$ cat config.mk
export PLATFORM = sky130hd
export DESIGN_NAME = mlf_read_path
export DESIGN_NICKNAME = d
export VERILOG_FILES = /design/src/include/mlf_pkg.sv /design/src/verilog/mlf_read_path.sv
export SDC_FILE = /design/constraint.sdc
export NUM_CORES = 1
export LEC_CHECK = 0
export ABC_CLOCK_PERIOD_IN_PS = 2350
export BUFFER_PORTS_ARGS = -buffer_cell sky130_fd_sc_hd__buf_2
export CAP_MARGIN = 40
export CORE_ASPECT_RATIO = 1.5
export CORE_MARGIN = 1
export CORE_UTILIZATION = 48
export CTS_CLUSTER_SIZE = 16
export DETAILED_ROUTE_END_ITERATION = 8
export PLACE_DENSITY = 0.77
export SYNTH_ARGS = -nofsm -noshare
export SYNTH_HDL_FRONTEND = slang
export SYNTH_SLANG_ARGS = --single-unit
$ cat constraint.sdc
create_clock -name core_clk_i -period 2.35 [get_ports core_clk_i]
set_input_delay 0.47 -clock core_clk_i [delete_from_list [all_inputs] [get_ports core_clk_i]]
set_output_delay 0.47 -clock core_clk_i [all_outputs]
set_load 0.01 [all_outputs]
$ cat src/include/mlf_pkg.sv
package mlf_pkg;

    localparam logic [7:0] OP_DUAL_OUT = 8'h3B;
    localparam logic [7:0] OP_QUAD_OUT = 8'h6B;
    localparam logic [7:0] OP_DUAL_IO  = 8'hBB;
    localparam logic [7:0] OP_QUAD_IO  = 8'hEB;

    localparam logic [4:0] ADDR_BITS      = 5'h18;
    localparam logic [4:0] FIELD_BITS     = 5'h08;
    localparam logic [4:0] OPC_CLKS_SERIAL = 5'h08;
    localparam logic [4:0] OPC_CLKS_FOUR  = 5'h02;
    localparam logic [4:0] DUMMY_OUT_CLKS = 5'h08;
    localparam logic [4:0] DUMMY_QIO_CLKS = 5'h04;
    localparam logic [1:0] CONT_CODE      = 2'h2;

    localparam int unsigned AXI_ADDR_W = 8;
    localparam logic [7:0] REG_CTRL    = 8'h00;
    localparam logic [7:0] REG_STAT    = 8'h04;
    localparam logic [1:0] RESP_OKAY   = 2'h0;
    localparam logic [1:0] RESP_DECERR = 2'h3;

    localparam int unsigned CTRL_QE_BIT    = 0;
    localparam int unsigned CTRL_FOUR_BIT  = 1;
    localparam int unsigned CTRL_WRAP_LSB  = 4;
    localparam int unsigned CTRL_DSEL_LSB  = 8;
    localparam int unsigned STAT_CONT_BIT  = 4;
    localparam int unsigned STAT_ACT_BIT   = 8;

    typedef enum logic [2:0] {
        ST_IDLE  = 3'h0,
        ST_OPC   = 3'h1,
        ST_ADDR  = 3'h3,
        ST_FIELD = 3'h2,
        ST_DUMMY = 3'h6,
        ST_DATA  = 3'h7,
        ST_SKIP  = 3'h5
    } mlf_state_t;

    typedef enum logic [1:0] {
        CMD_DUAL_OUT = 2'h0,
        CMD_QUAD_OUT = 2'h1,
        CMD_DUAL_IO  = 2'h2,
        CMD_QUAD_IO  = 2'h3
    } mlf_cmd_t;

    typedef struct packed {
        logic [1:0] dummy_sel;
        logic [2:0] wrap_config_bits;
        logic       four_lane_command_mode;
        logic       quad_lane_enable;
    } mlf_cfg_t;

    localparam mlf_cfg_t CFG_RST = '{
        dummy_sel:              2'h0,
        wrap_config_bits:       3'h1,
        four_lane_command_mode: 1'h0,
        quad_lane_enable:       1'h0
    };

endpackage

$ cat src/verilog/mlf_read_path.sv
// The address map and the AXI4-Lite slave port were decided locally.
`timescale 1ns/10ps
`default_nettype none
module mlf_read_path (
    // Clock and reset
    input  wire logic                          core_clk_i,
    input  wire logic                          srst_i,
    // Serial link pins
    input  wire logic                          sclk_i,
    input  wire logic                          cs_n_i,
    input  wire logic [3:0]                    io_i,
    output logic      [3:0]                    io_o,
    output logic      [3:0]                    io_oe_o,
    // Array read port, data valid one cycle after address
    output logic      [23:0]                   mem_addr_o,
    input  wire logic [7:0]                    mem_rdata_i,
    // AXI4-Lite write channels
    input  wire logic [mlf_pkg::AXI_ADDR_W-1:0] s_axi_awaddr_i,
    input  wire logic                          s_axi_awvalid_i,
    output logic                               s_axi_awready_o,
    input  wire logic [31:0]                   s_axi_wdata_i,
    input  wire logic [3:0]                    s_axi_wstrb_i,
    input  wire logic                          s_axi_wvalid_i,
    output logic                               s_axi_wready_o,
    output logic      [1:0]                    s_axi_bresp_o,
    output logic                               s_axi_bvalid_o,
    input  wire logic                          s_axi_bready_i,
    // AXI4-Lite read channels
    input  wire logic [mlf_pkg::AXI_ADDR_W-1:0] s_axi_araddr_i,
    input  wire logic                          s_axi_arvalid_i,
    output logic                               s_axi_arready_o,
    output logic      [31:0]                   s_axi_rdata_o,
    output logic      [1:0]                    s_axi_rresp_o,
    output logic                               s_axi_rvalid_o,
    input  wire logic                          s_axi_rready_i
);
    import mlf_pkg::*;

    function automatic logic [2:0] in_lanes(mlf_cmd_t c);
        case (c)
            CMD_DUAL_IO: in_lanes = 3'h2;
            CMD_QUAD_IO: in_lanes = 3'h4;
            default:     in_lanes = 3'h1;
        endcase
    endfunction

    function automatic logic [2:0] out_lanes(mlf_cmd_t c);
        case (c)
            CMD_QUAD_OUT: out_lanes = 3'h4;
            CMD_QUAD_IO:  out_lanes = 3'h4;
            default:      out_lanes = 3'h2;
        endcase
    endfunction

    function automatic logic [4:0] clks_for(logic [4:0] bits,
                                            logic [2:0] n);
        case (n)
            3'h4:    clks_for = bits >> 2;
            3'h2:    clks_for = bits >> 1;
            default: clks_for = bits;
        endcase
    endfunction

    // The highest lane always takes the most significant bits.
    function automatic logic [23:0] shift_in(logic [23:0] s,
                                             logic [3:0]  d,
                                             logic [2:0]  n);
        case (n)
            3'h4:    shift_in = {s[19:0], d};
            3'h2:    shift_in = {s[21:0], d[1:0]};
            default: shift_in = {s[22:0], d[0]};
        endcase
    endfunction

    function automatic logic [3:0] top_bits(logic [7:0] b,
                                            logic [2:0] n);
        case (n)
            3'h4:    top_bits = b[7:4];
            3'h2:    top_bits = {2'h0, b[7:6]};
            default: top_bits = {3'h0, b[7]};
        endcase
    endfunction

    function automatic logic [3:0] lane_mask(logic [2:0] n);
        case (n)
            3'h4:    lane_mask = 4'hF;
            3'h2:    lane_mask = 4'h3;
            default: lane_mask = 4'h1;
        endcase
    endfunction

    // Wrapping keeps the upper address bits and rolls the low ones.
    function automatic logic [23:0] next_addr(logic [23:0] a,
                                              logic        wrap,
                                              logic [1:0]  len);
        logic [23:0] inc;
        inc = a + 24'h1;
        if (!wrap) begin
            next_addr = inc;
        end else begin
            case (len)
                2'h0:    next_addr = {a[23:3], inc[2:0]};
                2'h1:    next_addr = {a[23:4], inc[3:0]};
                2'h2:    next_addr = {a[23:5], inc[4:0]};
                default: next_addr = {a[23:6], inc[5:0]};
            endcase
        end
    endfunction

    logic [2:0]  sclk_s_q;
    logic [1:0]  cs_n_s_q;
    logic [3:0]  io_s1_q;
    logic [3:0]  io_s2_q;
    mlf_cfg_t    cfg_q;
    mlf_state_t  state_q;
    mlf_cmd_t    cmd_q;
    logic [4:0]  cnt_q;
    logic [23:0] sh_q;
    logic [23:0] addr_q;
    logic        cont_q;
    logic [7:0]  obuf_q;
    logic [2:0]  ocnt_q;
    logic [3:0]  io_q;
    logic [3:0]  oe_q;
    logic        bvalid_q;
    logic [1:0]  bresp_q;
    logic        rvalid_q;
    logic [1:0]  rresp_q;
    logic [31:0] rdata_q;

    logic        rise;
    logic        fall;
    logic        cs_act;
    logic        four;
    logic        wrap_on;
    logic [2:0]  lanes_n;
    logic [2:0]  dl;
    logic [23:0] sh_n;
    logic [4:0]  cnt_n;
    logic [4:0]  plen;
    logic [4:0]  dummy_len;
    logic        phase_end;
    logic        op_ok;
    mlf_cmd_t    op_cmd;
    logic        wr_go;
    logic        rd_go;
    logic [31:0] ctrl_w;
    logic [31:0] stat_w;

    // The first stage of each synchroniser feeds only the second.
    always_ff @(posedge core_clk_i) begin
        if (srst_i) begin
            sclk_s_q <= 3'h0;
            cs_n_s_q <= 2'h3;
            io_s1_q  <= 4'h0;
            io_s2_q  <= 4'h0;
        end else begin
            sclk_s_q <= {sclk_s_q[1:0], sclk_i};
            cs_n_s_q <= {cs_n_s_q[0], cs_n_i};
            io_s1_q  <= io_i;
            io_s2_q  <= io_s1_q;
        end
    end

    assign rise   = sclk_s_q[1] & ~sclk_s_q[2];
    assign fall   = ~sclk_s_q[1] & sclk_s_q[2];
    assign cs_act = ~cs_n_s_q[1];
    assign four   = cfg_q.four_lane_command_mode;
    assign dl     = out_lanes(cmd_q);
    assign wrap_on = (cmd_q == CMD_QUAD_IO) && !four
                     && !cfg_q.wrap_config_bits[0];

    always_comb begin
        lanes_n = (state_q == ST_OPC) ? (four ? 3'h4 : 3'h1)
                                      : in_lanes(cmd_q);
        sh_n  = shift_in(sh_q, io_s2_q, lanes_n);
        cnt_n = cnt_q + 5'h1;
        case (cmd_q)
            CMD_DUAL_IO: dummy_len = 5'h0;
            CMD_QUAD_IO: dummy_len = four ?
                {2'h0, cfg_q.dummy_sel, 1'h0} :
                DUMMY_QIO_CLKS;
            default:     dummy_len = DUMMY_OUT_CLKS;
        endcase
        case (state_q)
            ST_OPC:   plen = four ? OPC_CLKS_FOUR : OPC_CLKS_SERIAL;
            ST_ADDR:  plen = clks_for(ADDR_BITS, lanes_n);
            ST_FIELD: plen = clks_for(FIELD_BITS, lanes_n);
            ST_DUMMY: plen = dummy_len;
            default:  plen = 5'h0;
        endcase
        phase_end = (cnt_n == plen);
    end

    // Opcodes outside this read path are left to run to select high.
    always_comb begin
        op_ok  = 1'b0;
        op_cmd = CMD_DUAL_OUT;
        case (sh_n[7:0])
            OP_DUAL_OUT: begin
                op_ok  = !four;
                op_cmd = CMD_DUAL_OUT;
            end
            OP_QUAD_OUT: begin
                op_ok  = !four && cfg_q.quad_lane_enable;
                op_cmd = CMD_QUAD_OUT;
            end
            OP_DUAL_IO: begin
                op_ok  = !four;
                op_cmd = CMD_DUAL_IO;
            end
            OP_QUAD_IO: begin
                op_ok  = cfg_q.quad_lane_enable;
                op_cmd = CMD_QUAD_IO;
            end
            default: begin
                op_ok  = 1'b0;
                op_cmd = CMD_DUAL_OUT;
            end
        endcase
    end

    always_ff @(posedge core_clk_i) begin
        if (srst_i) begin
            state_q <= ST_IDLE;
            cmd_q   <= CMD_DUAL_OUT;
            cnt_q   <= 5'h0;
        end else if (!cs_act) begin
            state_q <= ST_IDLE;
            cnt_q   <= 5'h0;
        end else if (state_q == ST_IDLE) begin
            state_q <= cont_q ? ST_ADDR : ST_OPC;
            cnt_q   <= 5'h0;
        end else if (rise) begin
            cnt_q <= cnt_n;
            case (state_q)
                ST_OPC: begin
                    if (phase_end) begin
                        cnt_q   <= 5'h0;
                        cmd_q   <= op_cmd;
                        state_q <= op_ok ? ST_ADDR : ST_SKIP;
                    end
                end
                ST_ADDR: begin
                    if (phase_end) begin
                        cnt_q   <= 5'h0;
                        state_q <= (cmd_q == CMD_DUAL_IO ||
                                    cmd_q == CMD_QUAD_IO) ?
                                   ST_FIELD : ST_DUMMY;
                    end
                end
                ST_FIELD: begin
                    if (phase_end) begin
                        cnt_q   <= 5'h0;
                        state_q <= (dummy_len == 5'h0) ?
                                   ST_DATA : ST_DUMMY;
                    end
                end
                ST_DUMMY: begin
                    if (phase_end) begin
                        cnt_q   <= 5'h0;
                        state_q <= ST_DATA;
                    end
                end
                default: cnt_q <= 5'h0;
            endcase
        end
    end

    // Lane input during dummy clocks is shifted but never used.
    always_ff @(posedge core_clk_i) begin
        if (srst_i) begin
            sh_q <= 24'h0;
        end else if (rise && cs_act) begin
            sh_q <= sh_n;
        end
    end

    // Ones on lane 0 during the field force its bit 4 high.
    always_ff @(posedge core_clk_i) begin
        if (srst_i) begin
            cont_q <= 1'b0;
        end else if (rise && cs_act && state_q == ST_FIELD && phase_end) begin
            cont_q <= (sh_n[5:4] == CONT_CODE);
        end
    end

    always_ff @(posedge core_clk_i) begin
        if (srst_i) begin
            addr_q <= 24'h0;
        end else if (cs_act && rise && state_q == ST_ADDR && phase_end) begin
            addr_q <= sh_n;
        end else if (cs_act && fall && state_q == ST_DATA
                     && ocnt_q == 3'h0) begin
            addr_q <= next_addr(addr_q, wrap_on,
                                cfg_q.wrap_config_bits[2:1]);
        end
    end

    assign mem_addr_o = addr_q;

    // Driving starts only at a falling edge in the data phase, by
    // which time the host has let go of the lanes.
    always_ff @(posedge core_clk_i) begin
        if (srst_i) begin
            io_q   <= 4'h0;
            oe_q   <= 4'h0;
            obuf_q <= 8'h0;
            ocnt_q <= 3'h0;
        end else if (!cs_act) begin
            oe_q   <= 4'h0;
            ocnt_q <= 3'h0;
        end else if (fall && state_q == ST_DATA) begin
            oe_q <= lane_mask(dl);
            if (ocnt_q == 3'h0) begin
                io_q   <= top_bits(mem_rdata_i, dl);
                obuf_q <= mem_rdata_i << dl;
            end else begin
                io_q   <= top_bits(obuf_q, dl);
                obuf_q <= obuf_q << dl;
            end
            if (ocnt_q == clks_for(FIELD_BITS, dl) - 5'h1) begin
                ocnt_q <= 3'h0;
            end else begin
                ocnt_q <= ocnt_q + 3'h1;
            end
        end
    end

    assign io_o    = io_q;
    assign io_oe_o = oe_q;

    assign wr_go = s_axi_awvalid_i & s_axi_wvalid_i & ~bvalid_q;
    assign rd_go = s_axi_arvalid_i & ~rvalid_q;
    assign s_axi_awready_o = wr_go;
    assign s_axi_wready_o  = wr_go;
    assign s_axi_arready_o = ~rvalid_q;

    always_ff @(posedge core_clk_i) begin
        if (srst_i) begin
            cfg_q    <= CFG_RST;
            bvalid_q <= 1'b0;
            bresp_q  <= RESP_OKAY;
        end else if (wr_go) begin
            bvalid_q <= 1'b1;
            bresp_q  <= RESP_OKAY;
            if ({s_axi_awaddr_i[7:2], 2'h0} == REG_CTRL) begin
                if (s_axi_wstrb_i[0]) begin
                    cfg_q.quad_lane_enable <= s_axi_wdata_i[CTRL_QE_BIT];
                    cfg_q.four_lane_command_mode <=
                        s_axi_wdata_i[CTRL_FOUR_BIT];
                    cfg_q.wrap_config_bits <=
                        s_axi_wdata_i[CTRL_WRAP_LSB+:3];
                end
                if (s_axi_wstrb_i[1]) begin
                    cfg_q.dummy_sel <= s_axi_wdata_i[CTRL_DSEL_LSB+:2];
                end
            end else if ({s_axi_awaddr_i[7:2], 2'h0} != REG_STAT) begin
                bresp_q <= RESP_DECERR;
            end
        end else if (s_axi_bready_i) begin
            bvalid_q <= 1'b0;
        end
    end

    always_comb begin
        ctrl_w = 32'h0;
        ctrl_w[CTRL_QE_BIT]       = cfg_q.quad_lane_enable;
        ctrl_w[CTRL_FOUR_BIT]     = cfg_q.four_lane_command_mode;
        ctrl_w[CTRL_WRAP_LSB+:3]  = cfg_q.wrap_config_bits;
        ctrl_w[CTRL_DSEL_LSB+:2]  = cfg_q.dummy_sel;
        stat_w = 32'h0;
        stat_w[2:0]               = state_q;
        stat_w[STAT_CONT_BIT]     = cont_q;
        stat_w[STAT_ACT_BIT]      = cs_act;
    end

    always_ff @(posedge core_clk_i) begin
        if (srst_i) begin
            rvalid_q <= 1'b0;
            rresp_q  <= RESP_OKAY;
            rdata_q  <= 32'h0;
        end else if (rd_go) begin
            rvalid_q <= 1'b1;
            rresp_q  <= RESP_OKAY;
            rdata_q  <= 32'h0;
            if ({s_axi_araddr_i[7:2], 2'h0} == REG_CTRL) begin
                rdata_q <= ctrl_w;
            end else if ({s_axi_araddr_i[7:2], 2'h0} == REG_STAT) begin
                rdata_q <= stat_w;
            end else begin
                rresp_q <= RESP_DECERR;
            end
        end else if (s_axi_rready_i) begin
            rvalid_q <= 1'b0;
        end
    end

    assign s_axi_bvalid_o = bvalid_q;
    assign s_axi_bresp_o  = bresp_q;
    assign s_axi_rvalid_o = rvalid_q;
    assign s_axi_rresp_o  = rresp_q;
    assign s_axi_rdata_o  = rdata_q;

endmodule
`default_nettype wire

==> impl_metrics.json <==
{
  "floorplan.io_pins": 146,
  "cts-root-to-sink-buffers": 2,
  "grt_overflow_total": 0,
  "worst_hold_path.endpoint": "s_axi_rvalid_o",
  "transition_time_of_the_tightest_slew_check_pin_ns": 0.502,
  "buffers_on_ports": 90,
  "hold_path.class": "input port to register",
  "worst-endpoint-required_ns": 2.60,
  "tritoncts": "done",
  "run_status": "finished, final reports clean",
  "power-per-cell-area_mw_per_mm2": 540,
  "finalNetCount": 818,
  "p_leak_nw": 2.61,
  "fin_util_pct": 60.2,
  "grt_antenna_before_repair": 0,
  "hold-path-cell-count": 2,
  "r2r_setup_slack_ns": 0.02,
  "grt_setup_unrepaired": "yes",
  "grt_pass1_wl_mm": 21.6,
  "ys_async_sr_fraction_pct": 0,
  "grt_start_max_net_pins": 96,
  "post-place-ws_ns": -0.0238,
  "layout.cells.non_filler": 893,
  "final_hold_viol_count": 0,
  "clkTransAtPathRegs_ns": 0.07,
  "post_synth_edffs": 0,
  "num_rows": 47,
  "die_width_um": 89.3,
  "place_congestion": 0.953,
  "cts_max_level": 3,
  "clock-root-buffer": "clkbuf_16",
  "via_per_inst": 5.70,
  "critical_path.top_delay_family": "compound AO/OA/AOI/OAI gates",
  "cp_num_buf_inv": 2,
  "timing.slew.headroom_pct": 66.3,
  "clk-insertion-delay-late_ns": 0.36,
  "worstPathCellList": "buf_4, or4bb_1, o221ai_2, xnor2_1, a21oi_2, buf_12, and2_1, nand2_1, o311a_1",
  "avgSynthCellArea_um2": 8.54,
  "grt_pass1_vias": 4764,
  "drc": 0,
  "setup_viol_count_final": 0,
  "number_of_maximum_capacitance_violations": 0,
  "fraction_of_the_yosys_area_taken_by_sequential_cells_pct": 39.0,
  "number_of_warnings_issued_by_yosys": 0,
  "report.final.slew_viol_count": 0,
  "postLayoutSetupSlackWorst_ns": 0.0202,
  "tritoncts_num_sinks": 107,
  "wl_met3_um": 590,
  "routed_wirelength_mm": 14.1,
  "largest_incremental_delay_on_the_critical_path_ns": 0.42,
  "ratio_of_cells_with_drive_above_1_in_the_final_layout_pct": 25.1,
  "crit-reg2reg-capture": "state_q[1]",
  "synth_area_leaders": "dfxtp_1, a211oi_1, buf_4, nand2_1, nor2_1",
  "drt-wirelength-per-cell_um": 15.8,
  "grt_usage_pct": 23.3,
  "num_antenna_cells": 0,
  "cp-end-kind": "register",
  "detailedRoute.firstIterationViolations": 379,
  "synth.top_cell.area_share_pct": 39.0,
  "r2r.worst_path.cells": 9,
  "antenna_violating_nets_post_route": 0,
  "nFillCells": 973,
  "length_of_routed_met2_wiring_mm": 7.51,
  "crit-reg2reg-launch": "state_q[1]",
  "share_of_the_clock_period_used_by_the_worst_path_pct": 99.1,
  "numCtsBuffers": 9,
  "synthDominantAreaCellType": "dfxtp_1",
  "critical_path_arrival_ns": 2.58,
  "crit_slowest_cell": "or4bb_1",
  "area_growth_syn_to_layout_pct": 21.2,
  "chipHeight_um": 133,
  "detailroute.via_count": 5089,
  "fmax_mhz": 429,
  "worst_clock_skew_ns": 0.00833,
  "layout_commonest_cell": "dfxtp_1",
  "dr.pass1.iters": 6,
  "route.top_layer_used": "met4",
  "detailedPlacementHpwl_mm": 10.0,
  "post-place-cells": 872,
  "synth_cells": 643,
  "initial_utilization_pct": 49.6,
  "timing.setup.critical_path_class": "register to register",
  "cp_max_fo": 11,
  "most-common-layout-cells": "dfxtp_1, buf_2, nor2_1, nand2_1, a211oi_1",
  "crit_path_start_kind": "register",
  "most_instantiated_flip_flop_cell_in_the_synthesis_netlist": "dfxtp_1",
  "die_area_mm2": 0.0119,
  "ir_worst_vdd_mv": 0.428,
  "min-delay-start": "s_axi_rready_i",
  "ys_seq_elements": 107,
  "synthDistinctLibCells": 61,
  "synthesis.area_mm2": 0.00549,
  "wl_met1_mm": 5.53,
  "cts-hold-fix-buffers": 0,
  "design.core.area_mm2": 0.0111,
  "period_minus_slack_ns": 2.33
}
## worst max-delay path by stage
| stage | startpoint | endpoint | slack [ns] | cells after the start |
|---|---|---|---|---|
| CTS | state_q[1] | mem_addr_o[22] | 0.01 | 8 |
| global route | state_q[1] | cont_q | -0.07 | 9 |
| global placement | state_q[0] | cmd_q[0] | -0.009 | 8 |
| detailed placement | state_q[0] | cmd_q[0] | -0.02 | 8 |
| finish | state_q[1] | state_q[1] | 0.02 | 9 |
| floorplan | state_q[1] | state_q[1] | -0.05 | 9 |
## layout make-up
type                            count  area (um^2)  area share, %
Clock inverter                      5         61.3          0.922
Timing Repair Buffer              139          905           13.6
Sequential cell                   107         2150           32.4
Multi-Input combinational cell    474         3060           46.0
Clock buffer                       11          253           3.80
Tap cell                          147          184           2.77
Inverter                           10         37.5          0.564
## stage by stage
step                power [W]  area (um^2)  hold WS, ns  setup TNS [ns]
finish                0.00359         6650        0.295               0
global route          0.00371         6650        0.291          -0.290
CTS                   0.00360         6490        0.292               0
detailed placement    0.00207         6160        0.399         -0.0597
global placement      0.00206         6160        0.396        -0.00899
floorplan             0.00203         5580        0.389         -0.0459
## synthesized netlist by cell type, drive strengths merged, types with 11 or more instances
cell type	instances
a211oi	47
buf	42
a222oi	20
nand3	29
a21oi	38
nand2	57
mux2i	14
dfxtp	107
xor2	17
and3	11
nor2b	34
nor2	57
clkbuf	33
## cells by family after synthesis
kind of cell               count (synthesis)  share of synthesized area (%)
DFF                                      107                           39.0
xor gates and xnor gates                  28                           4.72
muxes                                     18                           3.37
adders and majority gates                  4                          0.912
other                                      1                         0.0683
buffers and inverters                     85                           8.27
AOI/OAI and AO/OA                        150                           19.7
and+or+nand+nor                          250                           23.9
## timing repair
action	in CTS	in global routing
gates resized for setup	2	25
pin swaps	1	15
endpoints found under the setup margin	15	28
gates cloned	0	1
buffers inserted	1	3
## power by group
part	switching [W]	internal [W]
sequential	0.0000161	0.00183
combinational	0.000112	0.0000758
clock	0.000672	0.000888
## per-layer routing
metal | track usage (%) | vias up
met4 | 12.0 | 0
met2 | 42.5 | 182
met5 | 0 | -
li1 | - | 2477
met1 | 25.3 | 2397
met3 | 3.37 | 33
## state kept, by name (all words and copies together) (netlist names), 2 cells and up
signal,count
cfg_q,6
cmd_q,2
state_q,3
cs_n_s_q,2
s_axi_rdata_o,8
io_o,4
sh_q,23
cnt_q,5
sclk_s_q,3
ocnt_q,3
io_s1_q,4
io_oe_o,2
io_s2_q,4
mem_addr_o,24
obuf_q,8
(Power assumes the default switching activity.)
